## config.mk

```make
export PLATFORM = sky130hd
export DESIGN_NAME = watchdog_interval_timer
export DESIGN_NICKNAME = d
export VERILOG_FILES = /design/src/logic/watchdog_pkg.sv /design/src/logic/tick_prescaler.sv /design/src/logic/reset_stretcher.sv /design/src/logic/watchdog_interval_timer.sv
export SDC_FILE = /design/constraint.sdc
export NUM_CORES = 1
export LEC_CHECK = 0
export ABC_AREA = 1
export BUFFER_PORTS_ARGS = -buffer_cell sky130_fd_sc_hd__buf_2
export CORE_MARGIN = 1
export CORE_UTILIZATION = 52
export CTS_CLUSTER_SIZE = 24
export DETAILED_ROUTE_END_ITERATION = 7
export PLACE_DENSITY = 0.81
export SLEW_MARGIN = 10
export SYNTH_ARGS = -nofsm -noshare
export SYNTH_HDL_FRONTEND = slang
export SYNTH_SLANG_ARGS = --single-unit
```

## constraint.sdc

```tcl
create_clock -name core_clk -period 3.09 [get_ports core_clk]
set_input_delay 0.618 -clock core_clk [delete_from_list [all_inputs] [get_ports core_clk]]
set_output_delay 0.618 -clock core_clk [all_outputs]
set_load 0.02 [all_outputs]
```

## src/logic/watchdog_pkg.sv

```systemverilog
//***************************************************************
// watchdog unit constants
//***************************************************************
package watchdog_pkg;

    // register addresses
    localparam logic [15:0] CTRL_STATUS_ADDR = 16'hffa8;
    localparam logic [15:0] COUNTER_ADDR = 16'hffa9;
    // shared word write address (upper byte lane first)
    localparam logic [15:0] WRITE_WORD_ADDR = 16'hffa8;

    // write passwords in the upper byte
    localparam logic [7:0] COUNTER_PASSWORD = 8'h5a;
    localparam logic [7:0] CTRL_PASSWORD = 8'ha5;

    // control/status field positions
    localparam int OVF_BIT = 7;
    localparam int MODE_BIT = 6;
    localparam int RUN_BIT = 5;
    localparam int FIXED_ONE_BIT = 4;
    localparam int ACTION_BIT = 3;
    localparam int DIV_LSB = 0;
    localparam int DIV_WIDTH = 3;

    // reset values and counter rollover value
    localparam logic [7:0] COUNTER_RESET = 8'h00;
    localparam logic [DIV_WIDTH-1:0] DIV_RESET = 3'h0;
    localparam logic [7:0] COUNTER_ALL_ONES = 8'hff;

    // prescaler
    localparam int PRESCALE_WIDTH = 12;
    // log2 of divider per select code: 2,32,64,128,256,512,2048,4096
    localparam logic [3:0] DIV_LOG2 [0:7] = '{
        4'h1, 4'h5, 4'h6, 4'h7, 4'h8, 4'h9, 4'hb, 4'hc
    };

    // chip reset hold in system clocks
    localparam int RESET_HOLD_CYCLES = 518;

    // overflow flag clear handshake
    typedef enum logic [2:0] {
        FLAG_LOW = 3'b001,
        FLAG_SET = 3'b010,
        FLAG_ARMED = 3'b100
    } flag_state_type;

endpackage : watchdog_pkg

```

## src/logic/tick_prescaler.sv

```systemverilog
`timescale 1ns/1ps
`default_nettype none
//***************************************************************
// free-running prescaler, one tick pulse per selected period
//***************************************************************
module tick_prescaler
    import watchdog_pkg::*;
(
    input wire logic core_clk,
    input wire logic sys_rst,
    input wire logic [DIV_WIDTH-1:0] div_select,
    output logic tick
);

    logic [PRESCALE_WIDTH-1:0] count_reg;
    logic [PRESCALE_WIDTH-1:0] count_next;
    logic tick_reg;
    logic tick_next;
    logic [PRESCALE_WIDTH-1:0] mask;

    always_comb begin
        mask = '0;
        for (int i = 0; i < PRESCALE_WIDTH; i++) begin
            if (i < int'(DIV_LOG2[div_select])) begin
                mask[i] = 1'b1;
            end
        end
        // wraps freely, so each setting gives a steady period
        count_next = count_reg + 1'b1;
        // tick when the low bits wrap: period is 2^n clocks
        tick_next = ((count_reg & mask) == mask);
    end

    always_ff @(posedge core_clk or posedge sys_rst) begin
        if (sys_rst) begin
            count_reg <= '0;
            tick_reg <= 1'b0;
        end else begin
            count_reg <= count_next;
            tick_reg <= tick_next;
        end
    end

    assign tick = tick_reg;

endmodule : tick_prescaler
`default_nettype wire

```

## src/logic/reset_stretcher.sv

```systemverilog
`timescale 1ns/1ps
`default_nettype none
//***************************************************************
// holds the chip reset request for a fixed number of clocks
//***************************************************************
module reset_stretcher #(
    parameter int HOLD_CYCLES = 518
) (
    input wire logic core_clk,
    input wire logic sys_rst,
    input wire logic fire,
    output logic chip_reset
);

    localparam int CW = $clog2(HOLD_CYCLES + 1);

    initial begin
        if (HOLD_CYCLES < 1) begin
            $error("HOLD_CYCLES must be at least 1");
        end
    end

    logic [CW-1:0] left_reg;
    logic [CW-1:0] left_next;
    logic out_reg;
    logic out_next;

    always_comb begin
        left_next = left_reg;
        if (fire && left_reg == '0) begin
            left_next = CW'(HOLD_CYCLES);
        end else if (left_reg != '0) begin
            left_next = left_reg - 1'b1;
        end
        out_next = (left_next != '0);
    end

    always_ff @(posedge core_clk or posedge sys_rst) begin
        if (sys_rst) begin
            left_reg <= '0;
            out_reg <= 1'b0;
        end else begin
            left_reg <= left_next;
            out_reg <= out_next;
        end
    end

    assign chip_reset = out_reg;

endmodule : reset_stretcher
`default_nettype wire

```

## src/logic/watchdog_interval_timer.sv

```systemverilog
//Operation
//- action bit 0 asks non-maskable interrupt, 1 asks chip reset on overflow in watchdog mode
//- run enable low holds counter at zero; high lets it count ticks
//- overflow sets flag; clear needs read as one then write zero
//- three-bit select picks clock divided by 2..4096
//- interval mode requests repeat every full count period
//- only word writes reach counter or control; byte writes ignored
//- one write address; 0x5a loads counter, 0xa5 control, else dropped
//- byte reads: control at 0xffa8, counter at 0xffa9
//- watchdog mode when mode bit and run bit both one
//- watchdog overflow holds chip reset 518 clocks or asks NMI
//- watchdog NMI shares the pin NMI vector
//- watchdog reset records its cause in a status flag
//- interval mode requests an interrupt at every overflow
//- flag set in the same cycle as the request
//- counter write wins over a coinciding tick
//- standby recovery clears counter and control except divider
`timescale 1ns/1ps
`default_nettype none
module watchdog_interval_timer
    import watchdog_pkg::*;
#(
    parameter int HOLD_CYCLES = RESET_HOLD_CYCLES
) (
    input wire logic core_clk,
    input wire logic sys_rst,
    input wire logic [15:0] bus_addr,
    input wire logic bus_wr_strobe,
    input wire logic bus_word,
    input wire logic [15:0] bus_wdata,
    input wire logic bus_rd_strobe,
    output logic [7:0] bus_rdata,
    input wire logic standby_recover,
    output logic chip_reset_req,
    output logic nmi_req,
    output logic interval_irq,
    output logic reset_cause_flag
);

    //***********************************************************
    // elaboration checks
    //***********************************************************
    initial begin
        if (HOLD_CYCLES < 1) begin
            $error("HOLD_CYCLES must be at least 1");
        end
        // the prescaler must reach the slowest tick
        if (int'(DIV_LOG2[7]) > PRESCALE_WIDTH) begin
            $error("prescaler narrower than the slowest divider");
        end
        if (DIV_WIDTH != 3) begin
            $error("divider select must be three bits wide");
        end
    end

    //***********************************************************
    // register state
    //***********************************************************
    logic [7:0] watchdog_counter_reg;
    logic [7:0] watchdog_counter_next;
    logic watchdog_or_interval_select_reg;
    logic watchdog_or_interval_select_next;
    logic timer_run_enable_reg;
    logic timer_run_enable_next;
    logic overflow_action_reg;
    logic overflow_action_next;
    logic [DIV_WIDTH-1:0] tick_divider_select_reg;
    logic [DIV_WIDTH-1:0] tick_divider_select_next;
    flag_state_type flag_state_reg;
    flag_state_type flag_state_next;
    logic [7:0] bus_rdata_reg;
    logic [7:0] bus_rdata_next;
    logic nmi_req_reg;
    logic nmi_req_next;
    logic interval_irq_reg;
    logic interval_irq_next;
    logic reset_cause_flag_reg;
    logic reset_cause_flag_next;

    logic tick;
    logic overflow_flag;
    logic write_ok;
    logic counter_write;
    logic ctrl_write;
    logic overflow;
    logic watchdog_mode;
    logic fire_reset;
    logic [7:0] ctrl_status_view;
    logic [7:0] payload;
    logic status_read;
    logic interval_mode;

    //***********************************************************
    // tick source and reset hold
    //***********************************************************
    tick_prescaler u_prescaler (
        .core_clk(core_clk),
        .sys_rst(sys_rst),
        .div_select(tick_divider_select_reg),
        .tick(tick)
    );

    reset_stretcher #(
        .HOLD_CYCLES(HOLD_CYCLES)
    ) u_stretcher (
        .core_clk(core_clk),
        .sys_rst(sys_rst),
        .fire(fire_reset),
        .chip_reset(chip_reset_req)
    );

    //***********************************************************
    // bus decode
    //***********************************************************
    always_comb begin
        payload = bus_wdata[7:0];
        // word write to the shared address only
        write_ok = bus_wr_strobe && bus_word &&
                   (bus_addr == WRITE_WORD_ADDR);
        // password in the upper byte selects the target
        counter_write = write_ok && (bus_wdata[15:8] == COUNTER_PASSWORD);
        ctrl_write = write_ok && (bus_wdata[15:8] == CTRL_PASSWORD);
        status_read = bus_rd_strobe && (bus_addr == CTRL_STATUS_ADDR);
        overflow_flag = (flag_state_reg != FLAG_LOW);
        interval_mode = !watchdog_or_interval_select_reg &&
                        timer_run_enable_reg;
        watchdog_mode = watchdog_or_interval_select_reg &&
                        timer_run_enable_reg;
        ctrl_status_view = '0;
        ctrl_status_view[OVF_BIT] = overflow_flag;
        ctrl_status_view[MODE_BIT] = watchdog_or_interval_select_reg;
        ctrl_status_view[RUN_BIT] = timer_run_enable_reg;
        ctrl_status_view[FIXED_ONE_BIT] = 1'b1;
        ctrl_status_view[ACTION_BIT] = overflow_action_reg;
        ctrl_status_view[DIV_LSB +: DIV_WIDTH] = tick_divider_select_reg;
    end

    //***********************************************************
    // counter
    //***********************************************************
    always_comb begin
        watchdog_counter_next = watchdog_counter_reg;
        // rollover from all ones; a write or standby recovery wins
        overflow = tick && timer_run_enable_reg && !counter_write &&
                   !standby_recover &&
                   (watchdog_counter_reg == COUNTER_ALL_ONES);
        if (standby_recover) begin
            watchdog_counter_next = COUNTER_RESET;
        end else if (!timer_run_enable_reg) begin
            watchdog_counter_next = COUNTER_RESET;
        end else if (counter_write) begin
            watchdog_counter_next = payload;
        end else if (tick) begin
            watchdog_counter_next = watchdog_counter_reg + 8'h01;
        end
    end

    always_ff @(posedge core_clk or posedge sys_rst) begin
        if (sys_rst) begin
            watchdog_counter_reg <= COUNTER_RESET;
        end else begin
            watchdog_counter_reg <= watchdog_counter_next;
        end
    end

    //***********************************************************
    // control/status bits
    //***********************************************************
    always_comb begin
        watchdog_or_interval_select_next = watchdog_or_interval_select_reg;
        timer_run_enable_next = timer_run_enable_reg;
        overflow_action_next = overflow_action_reg;
        tick_divider_select_next = tick_divider_select_reg;
        if (standby_recover) begin
            // divider select keeps its value
            watchdog_or_interval_select_next = 1'b0;
            timer_run_enable_next = 1'b0;
            overflow_action_next = 1'b0;
        end else if (ctrl_write) begin
            watchdog_or_interval_select_next = payload[MODE_BIT];
            timer_run_enable_next = payload[RUN_BIT];
            overflow_action_next = payload[ACTION_BIT];
            tick_divider_select_next =
                payload[DIV_LSB +: DIV_WIDTH];
        end
    end

    always_ff @(posedge core_clk or posedge sys_rst) begin
        if (sys_rst) begin
            watchdog_or_interval_select_reg <= 1'b0;
            timer_run_enable_reg <= 1'b0;
            overflow_action_reg <= 1'b0;
            tick_divider_select_reg <= DIV_RESET;
        end else begin
            watchdog_or_interval_select_reg <=
                watchdog_or_interval_select_next;
            timer_run_enable_reg <= timer_run_enable_next;
            overflow_action_reg <= overflow_action_next;
            tick_divider_select_reg <= tick_divider_select_next;
        end
    end

    //***********************************************************
    // overflow flag with read-then-write-zero clear
    //***********************************************************
    always_comb begin
        flag_state_next = flag_state_reg;
        case (flag_state_reg)
            FLAG_LOW: begin
                if (overflow) begin
                    flag_state_next = FLAG_SET;
                end
            end
            FLAG_SET: begin
                // a read that sees the flag set arms the clear
                if (status_read) begin
                    flag_state_next = FLAG_ARMED;
                end
            end
            FLAG_ARMED: begin
                // writing one leaves the flag; new overflow beats the clear
                if (ctrl_write && !payload[OVF_BIT] && !overflow) begin
                    flag_state_next = FLAG_LOW;
                end else if (overflow) begin
                    flag_state_next = FLAG_SET;
                end
            end
            default: begin
                flag_state_next = FLAG_LOW;
            end
        endcase
        if (standby_recover) begin
            flag_state_next = FLAG_LOW;
        end
    end

    always_ff @(posedge core_clk or posedge sys_rst) begin
        if (sys_rst) begin
            flag_state_reg <= FLAG_LOW;
        end else begin
            flag_state_reg <= flag_state_next;
        end
    end

    //***********************************************************
    // overflow requests
    //***********************************************************
    always_comb begin
        // all requests leave on the same edge as the flag
        fire_reset = overflow && watchdog_mode &&
                     overflow_action_reg;
        // NMI goes to the shared pin NMI vector
        nmi_req_next = overflow && watchdog_mode &&
                       !overflow_action_reg;
        // every rollover in interval mode, so repeats each period
        interval_irq_next = overflow && interval_mode;
        reset_cause_flag_next = reset_cause_flag_reg || fire_reset;
    end

    always_ff @(posedge core_clk or posedge sys_rst) begin
        if (sys_rst) begin
            nmi_req_reg <= 1'b0;
            interval_irq_reg <= 1'b0;
            reset_cause_flag_reg <= 1'b0;
        end else begin
            nmi_req_reg <= nmi_req_next;
            interval_irq_reg <= interval_irq_next;
            reset_cause_flag_reg <= reset_cause_flag_next;
        end
    end

    //***********************************************************
    // read data
    //***********************************************************
    always_comb begin
        bus_rdata_next = bus_rdata_reg;
        if (bus_rd_strobe) begin
            if (bus_addr == CTRL_STATUS_ADDR) begin
                bus_rdata_next = ctrl_status_view;
            end else if (bus_addr == COUNTER_ADDR) begin
                bus_rdata_next = watchdog_counter_reg;
            end else begin
                bus_rdata_next = 8'h00;
            end
        end
    end

    always_ff @(posedge core_clk or posedge sys_rst) begin
        if (sys_rst) begin
            bus_rdata_reg <= 8'h00;
        end else begin
            bus_rdata_reg <= bus_rdata_next;
        end
    end

    assign bus_rdata = bus_rdata_reg;
    assign nmi_req = nmi_req_reg;
    assign interval_irq = interval_irq_reg;
    assign reset_cause_flag = reset_cause_flag_reg;

endmodule : watchdog_interval_timer
`default_nettype wire

```

# After elaboration in Yosys (flattened, before gate mapping)
# Memory sizes are Yosys's and may differ from the RTL's.
# Cells that the tools add are included.
# Widths: inputs -> output; s select.
[word_totals]
output_inout_bits = 12
memories = 1
regBits = 52
wordCells = 109
in_bits = 38
romBits = 32
[mem_list]
columns = ["memory", "words", "width", "read_ports", "rd_ports_with_merged_regs", "wr", "line", "text"]
rows = [
  ["(no name shown)", 8, 4, 1, 0, 0, "tick_prescaler.sv:24", "if (i < int'(DIV_LOG2[div_select])) begin"],
]
[op_classes]
reduce_logical = 30
n_bitwise = 3
addsub = 3
n_mux = 33
order_cmp = 13
eq_ne = 12
[op_table]
columns = ["cell", "count"]
rows = [
  ["$mux 8", 6],
  ["$eq 16x16->1 const B", 2],
  ["$mux 10", 2],
  ["$reduce_bool 10->1", 2],
  ["$logic_and 1x1->1", 18],
  ["$mux 1", 18],
  ["$eq 8x8->1 const B", 2],
  ["$lt 3x4->1 const A", 4],
  ["$lt 4x4->1 const A", 4],
  ["$add 12x1->12 const B", 1],
  ["$and 12x12->12", 1],
  ["$eq 12x12->1", 1],
  ["$mux 3", 4],
  ["$logic_not 10->1", 1],
  ["$sub 10x1->10 const B", 1],
  ["$pmux 3 s3", 1],
  ["$add 8x1->8 const B", 1],
  ["$eq 8x7->1 const B", 1],
  ["$lt 1x4->1 const A", 2],
  ["$lt 2x4->1 const A", 2],
  ["$mux 4", 2],
  ["$logic_not 1->1", 6],
  ["$ge 4x4->1 const B", 1],
  ["$ne 4x2->1 const B", 1],
  ["other kinds (10)", 10],
]

# Logic depth before layout (Yosys ltp)
[depth]
ltp_word = 12
mapped_depth = 12
mapped_depth_nobuf = 12

# Hierarchy
# From an unflattened synthesis, not the netlist that was laid out.
[unflattened]
cells_unflattened = 395
area_unflattened_um2 = 3115.5
[modules_own_cells]
columns = ["mod", "seq_area_each_um2", "cells_each", "instances", "area_each_um2"]
rows = [
  ["watchdog_interval_timer", 701.9, 216, 1, 1626.6],
  ["tick_prescaler", 325.3, 96, 1, 807.0],
  ["reset_stretcher", 275.3, 83, 1, 681.9],
]

# Least setup slack after synthesis
# Ideal clock, no wire load.
[synth_path]
kind = "input to register"
startpoint = "input bus_addr[9]"
endpoint = "register watchdog_counter_reg[6]"
arrival_time_ps = 1573
path_stages = 9
n_path_buf = 2
setup_ps = 128
slack_ps = 1390
required_time_ps = 2962
path_cell_list = "nand2_1 nor2_1 nand2_1 nor2_4 nand3_4 buf_6 buf_6 o21ai_1 o22ai_2"
[synth_via]
elab_chain_len = 6
word_cells_on_any_way = 7
cone_classes = "eq/ne (2); mux (3); reduce/logical (2)"
[synth_lines]
columns = ["element", "line", "text"]
rows = [
  ["from (decl)", "watchdog_interval_timer.sv:27", "input wire logic [15:0] bus_addr,"],
  ["$eq 16x16->1 *", "watchdog_interval_timer.sv:119", "(bus_addr == WRITE_WORD_ADDR);"],
  ["$logic_and 1x1->1 *", "watchdog_interval_timer.sv:118", "write_ok = bus_wr_strobe && bus_word &&"],
  ["$logic_and 1x1->1 *", "watchdog_interval_timer.sv:121", "counter_write = write_ok && (bus_wdata[15:8] == COUNTER_PASSWORD);"],
  ["$mux 8", "watchdog_interval_timer.sv:151", "end else if (counter_write) begin"],
  ["$mux 8", "watchdog_interval_timer.sv:149", "end else if (!timer_run_enable_reg) begin"],
  ["$mux 8", "watchdog_interval_timer.sv:147", "if (standby_recover) begin"],
  ["to (signal assigned)", "watchdog_interval_timer.sv:162", "watchdog_counter_reg <= watchdog_counter_next;"],
  ["to (decl)", "watchdog_interval_timer.sv:59", "logic [7:0] watchdog_counter_reg;"],
]
# Every way passes the cells marked *; elsewhere a longest branch is shown, timed or not.
# A chain may end at the register's enable or synchronous reset.

# Worst setup path after layout
[layout_path]
startpoint = "input bus_addr[6]"
endpoint = "register watchdog_counter_reg[7]"
# Same word-level chain as after synthesis.

==> metrics.yaml <==
setup_path:
  cp.required_ns: 3.32
  slowest_stage: "nand3_4"
  worstPathMaxFanout: 21
  critPathArrivalTime_ns: 2.27
  r2r-start: "u_stretcher.left_reg[0]"
  cp-start-kind: "input pin"
  regToRegSetupSlack_ns: 1.33
  crit_path_max_incr_delay_ns: 0.31
  end_kind: "flip-flop"
  r2r-end: "u_stretcher.chip_reset"
  rr_worst_depth: 10
  worstPathCellList: "buf_2, inv_1, nand2_1, nor2_1, nand2_1, nor2_4, nand3_4, nand2_2, nand2_2, nor2_1, o21ai_1, o21ai_1"
  crit_type: "input pin to flip-flop"
sta:
  period_minus_slack_ns: 2.03
  clock.fmax_mhz: 492
  setup_ws_ns: 1.06
  finalCritPeriodShare: 0.658
  setup_tns_ns: 0
  drv_slew: 0
  rsz0062_at_grt: "no"
  setup_viol: 0
  final.setup_skew_ns: 0.00645
  slew_headroom: 0.568
  hold_viol_final: 0
  tightest_slew_ns: 0.648
cells_and_area:
  largest_reg_flops: 12
  drive_gt1_frac: 0.220
  nets: 457
  antenna_cells: 0
  layout.cells.non_filler: 486
  syn_to_final_growth_pct: 13.7
clocking:
  clock_sinks: 52
  cts_buffers: 5
  cts_setup_buffers: 0
  holdBufCountCts: 0
  cts_tree: "done"
  path_clk_slew_ns: 0.09
  cts_max_path_buffers: 2
  cts_root_buf: "clkbuf_8"
  h-tree-depth: 2
  clkLatencyLatePin_ns: 0.31
  cts_resized: 0
placed_design:
  hpwl_mm: 4.85
  placed_cells: 478
  io_buffers: 49
  pre_cts_ws_ns: 0.740
  gp_congestion: 0.886
synthesis:
  netlist_area_um2: 3010
  yosysWarnings: 0
  netlist_instances: 361
  synth.avg_cell_area_um2: 8.34
  yosysSeqAreaShare: 0.433
  synth-seq-cells: 52
  ys_types: 40
  synth_fp_nets: 405
drt:
  wl_met1_mm: 2.72
  wl_met3_um: 236
  via_per_inst: 5.20
  postRouteAntennaNets: 0
  wire_per_inst_um: 13.0
  drc: 0
  dr.first_iter.drc_count: 101
  firstDrtPassIters: 4
  top_layer: "met4"
  drt_wl_total_mm: 6.30
  wl_met2_mm: 3.21
  vias: 2526
floorplanning:
  fp.coreArea_um2: 5540
  ios: 50
  fp-row-count: 27
  start_util: 0.543
  dieArea_um2: 6100
  fp.dieH_um: 78.1
  dieWidth_um: 78.1
global_routing:
  grt-ovfl-total: 0
  grtUsageTotal: 0.226
  antenna_found_initial: 0
  grt_pass1_vias: 2481
  grt_pass1_wl_mm: 10.7
  grt_max_degree: 53
min_path:
  hp-class: "input pin to asynchronous set/reset pin"
outcome:
  outcome: "finished, final reports clean"
power_and_ir_drop:
  totalPowerFinal_mw: 1.20
  p_leak_nw: 1.68
  cellPowerDensity_nw_per_um2: 350
  ir_drop_mv: 0.191
flow_run:
  drv_cap: 0
-- layout make-up --
type                       instances  area, um2
clock buffer                       6       72.6
clock inverter                     2       35.0
fill                             486       2120
inverter                          59        221
multi-input combinational        245       1450
sequential                        52       1300
tap                               72       90.1
timing repair buffer              50        253
-- stage by stage --
step | utilization | hold slack, ns | instance area (um2)
floorplan | - | 0.437 | 3010
global placement | 0.598 | 0.444 | 3320
detailed placement | 0.598 | 0.458 | 3320
CTS | 0.618 | 0.476 | 3420
global route | 0.618 | 0.500 | 3420
finish | 0.618 | 0.476 | 3420
-- routing by layer --
| metal | global-route usage | up-vias |
|---|---|---|
| li1 | - | 1273 |
| met1 | 0.273 | 1185 |
| met2 | 0.391 | 56 |
| met3 | 0.0465 | 12 |
| met4 | 0.0926 | 0 |
| met5 | 0 | - |
-- synth_stat cells, drive strengths merged --
library cell,instances,area share
o21ai,29,0.049
or2,4,0.0083
xor2,13,0.038
clkbuf,2,0.0025
o211ai,1,0.0025
nand4,9,0.029
nor3,6,0.013
o221ai,9,0.026
o22ai,3,0.0083
dfrtp,51,0.42
nand3b,2,0.0050
o31ai,1,0.0025
nand2,73,0.099
o21a,1,0.0025
xnor2,5,0.015
o21bai,2,0.0062
dfstp,1,0.0087
inv,59,0.074
ha,6,0.025
buf,3,0.010
a21oi,5,0.0083
o2111ai,1,0.0029
nor2,41,0.071
nand3,34,0.071
-- placed cells by master, fill, tap and decap left out, types with 4 or more instances in the layout --
cell type / synthesis / layout
inv_2: 6 / 7
dfrtp_1: 51 / 51
inv_1: 53 / 52
ha_1: 6 / 6
nand3_1: 30 / 30
a21oi_1: 5 / 5
nand2_1: 68 / 68
o221ai_1: 9 / 9
clkbuf_8: 0 / 5
nor2_1: 31 / 31
xor2_1: 13 / 13
nor2_4: 4 / 4
nor2_2: 5 / 5
o21ai_0: 5 / 5
nor3_1: 4 / 4
o21ai_1: 23 / 23
buf_2: 0 / 49
nand4_1: 7 / 7
xnor2_1: 5 / 5
-- critical path, delay by kind of cell --
family	cells	cell delay, ns
and+or+nand+nor	8	1.36
AOI/OAI and AO/OA	2	0.16
buffers and inverters	2	0.14
-- kinds of logic (layout without fill, tap and decap cells) --
group,Yosys count,count (layout),synth area share
AO/OA/AOI/OAI,52,52,0.109
buffers and inverters,64,117,0.0860
XOR/XNOR,18,18,0.0524
adder cells (fa/ha/maj),6,6,0.0249
AND/OR/NAND/NOR,169,169,0.295
flip-flops,52,52,0.433
-- worst max-delay path by stage --
stage / start / slack [ns] / to
finish: bus_addr[6] / 1.06 / watchdog_counter_reg[7]
CTS: bus_addr[6] / 1.07 / watchdog_counter_reg[7]
floorplan: sys_rst / 1.22 / bus_rdata[0]
detailed placement: bus_addr[6] / 0.74 / watchdog_counter_reg[7]
global placement: bus_addr[6] / 0.85 / watchdog_counter_reg[7]
global route: bus_addr[13] / 0.94 / watchdog_counter_reg[7]
-- power by group --
group	internal [mW]	switching, mW
logic	0.0215	0.0337
clock network	0.241	0.221
registers	0.680	0.00000112
total	0.942	0.255
No activity file was read; power rests on OpenSTA's default activity.
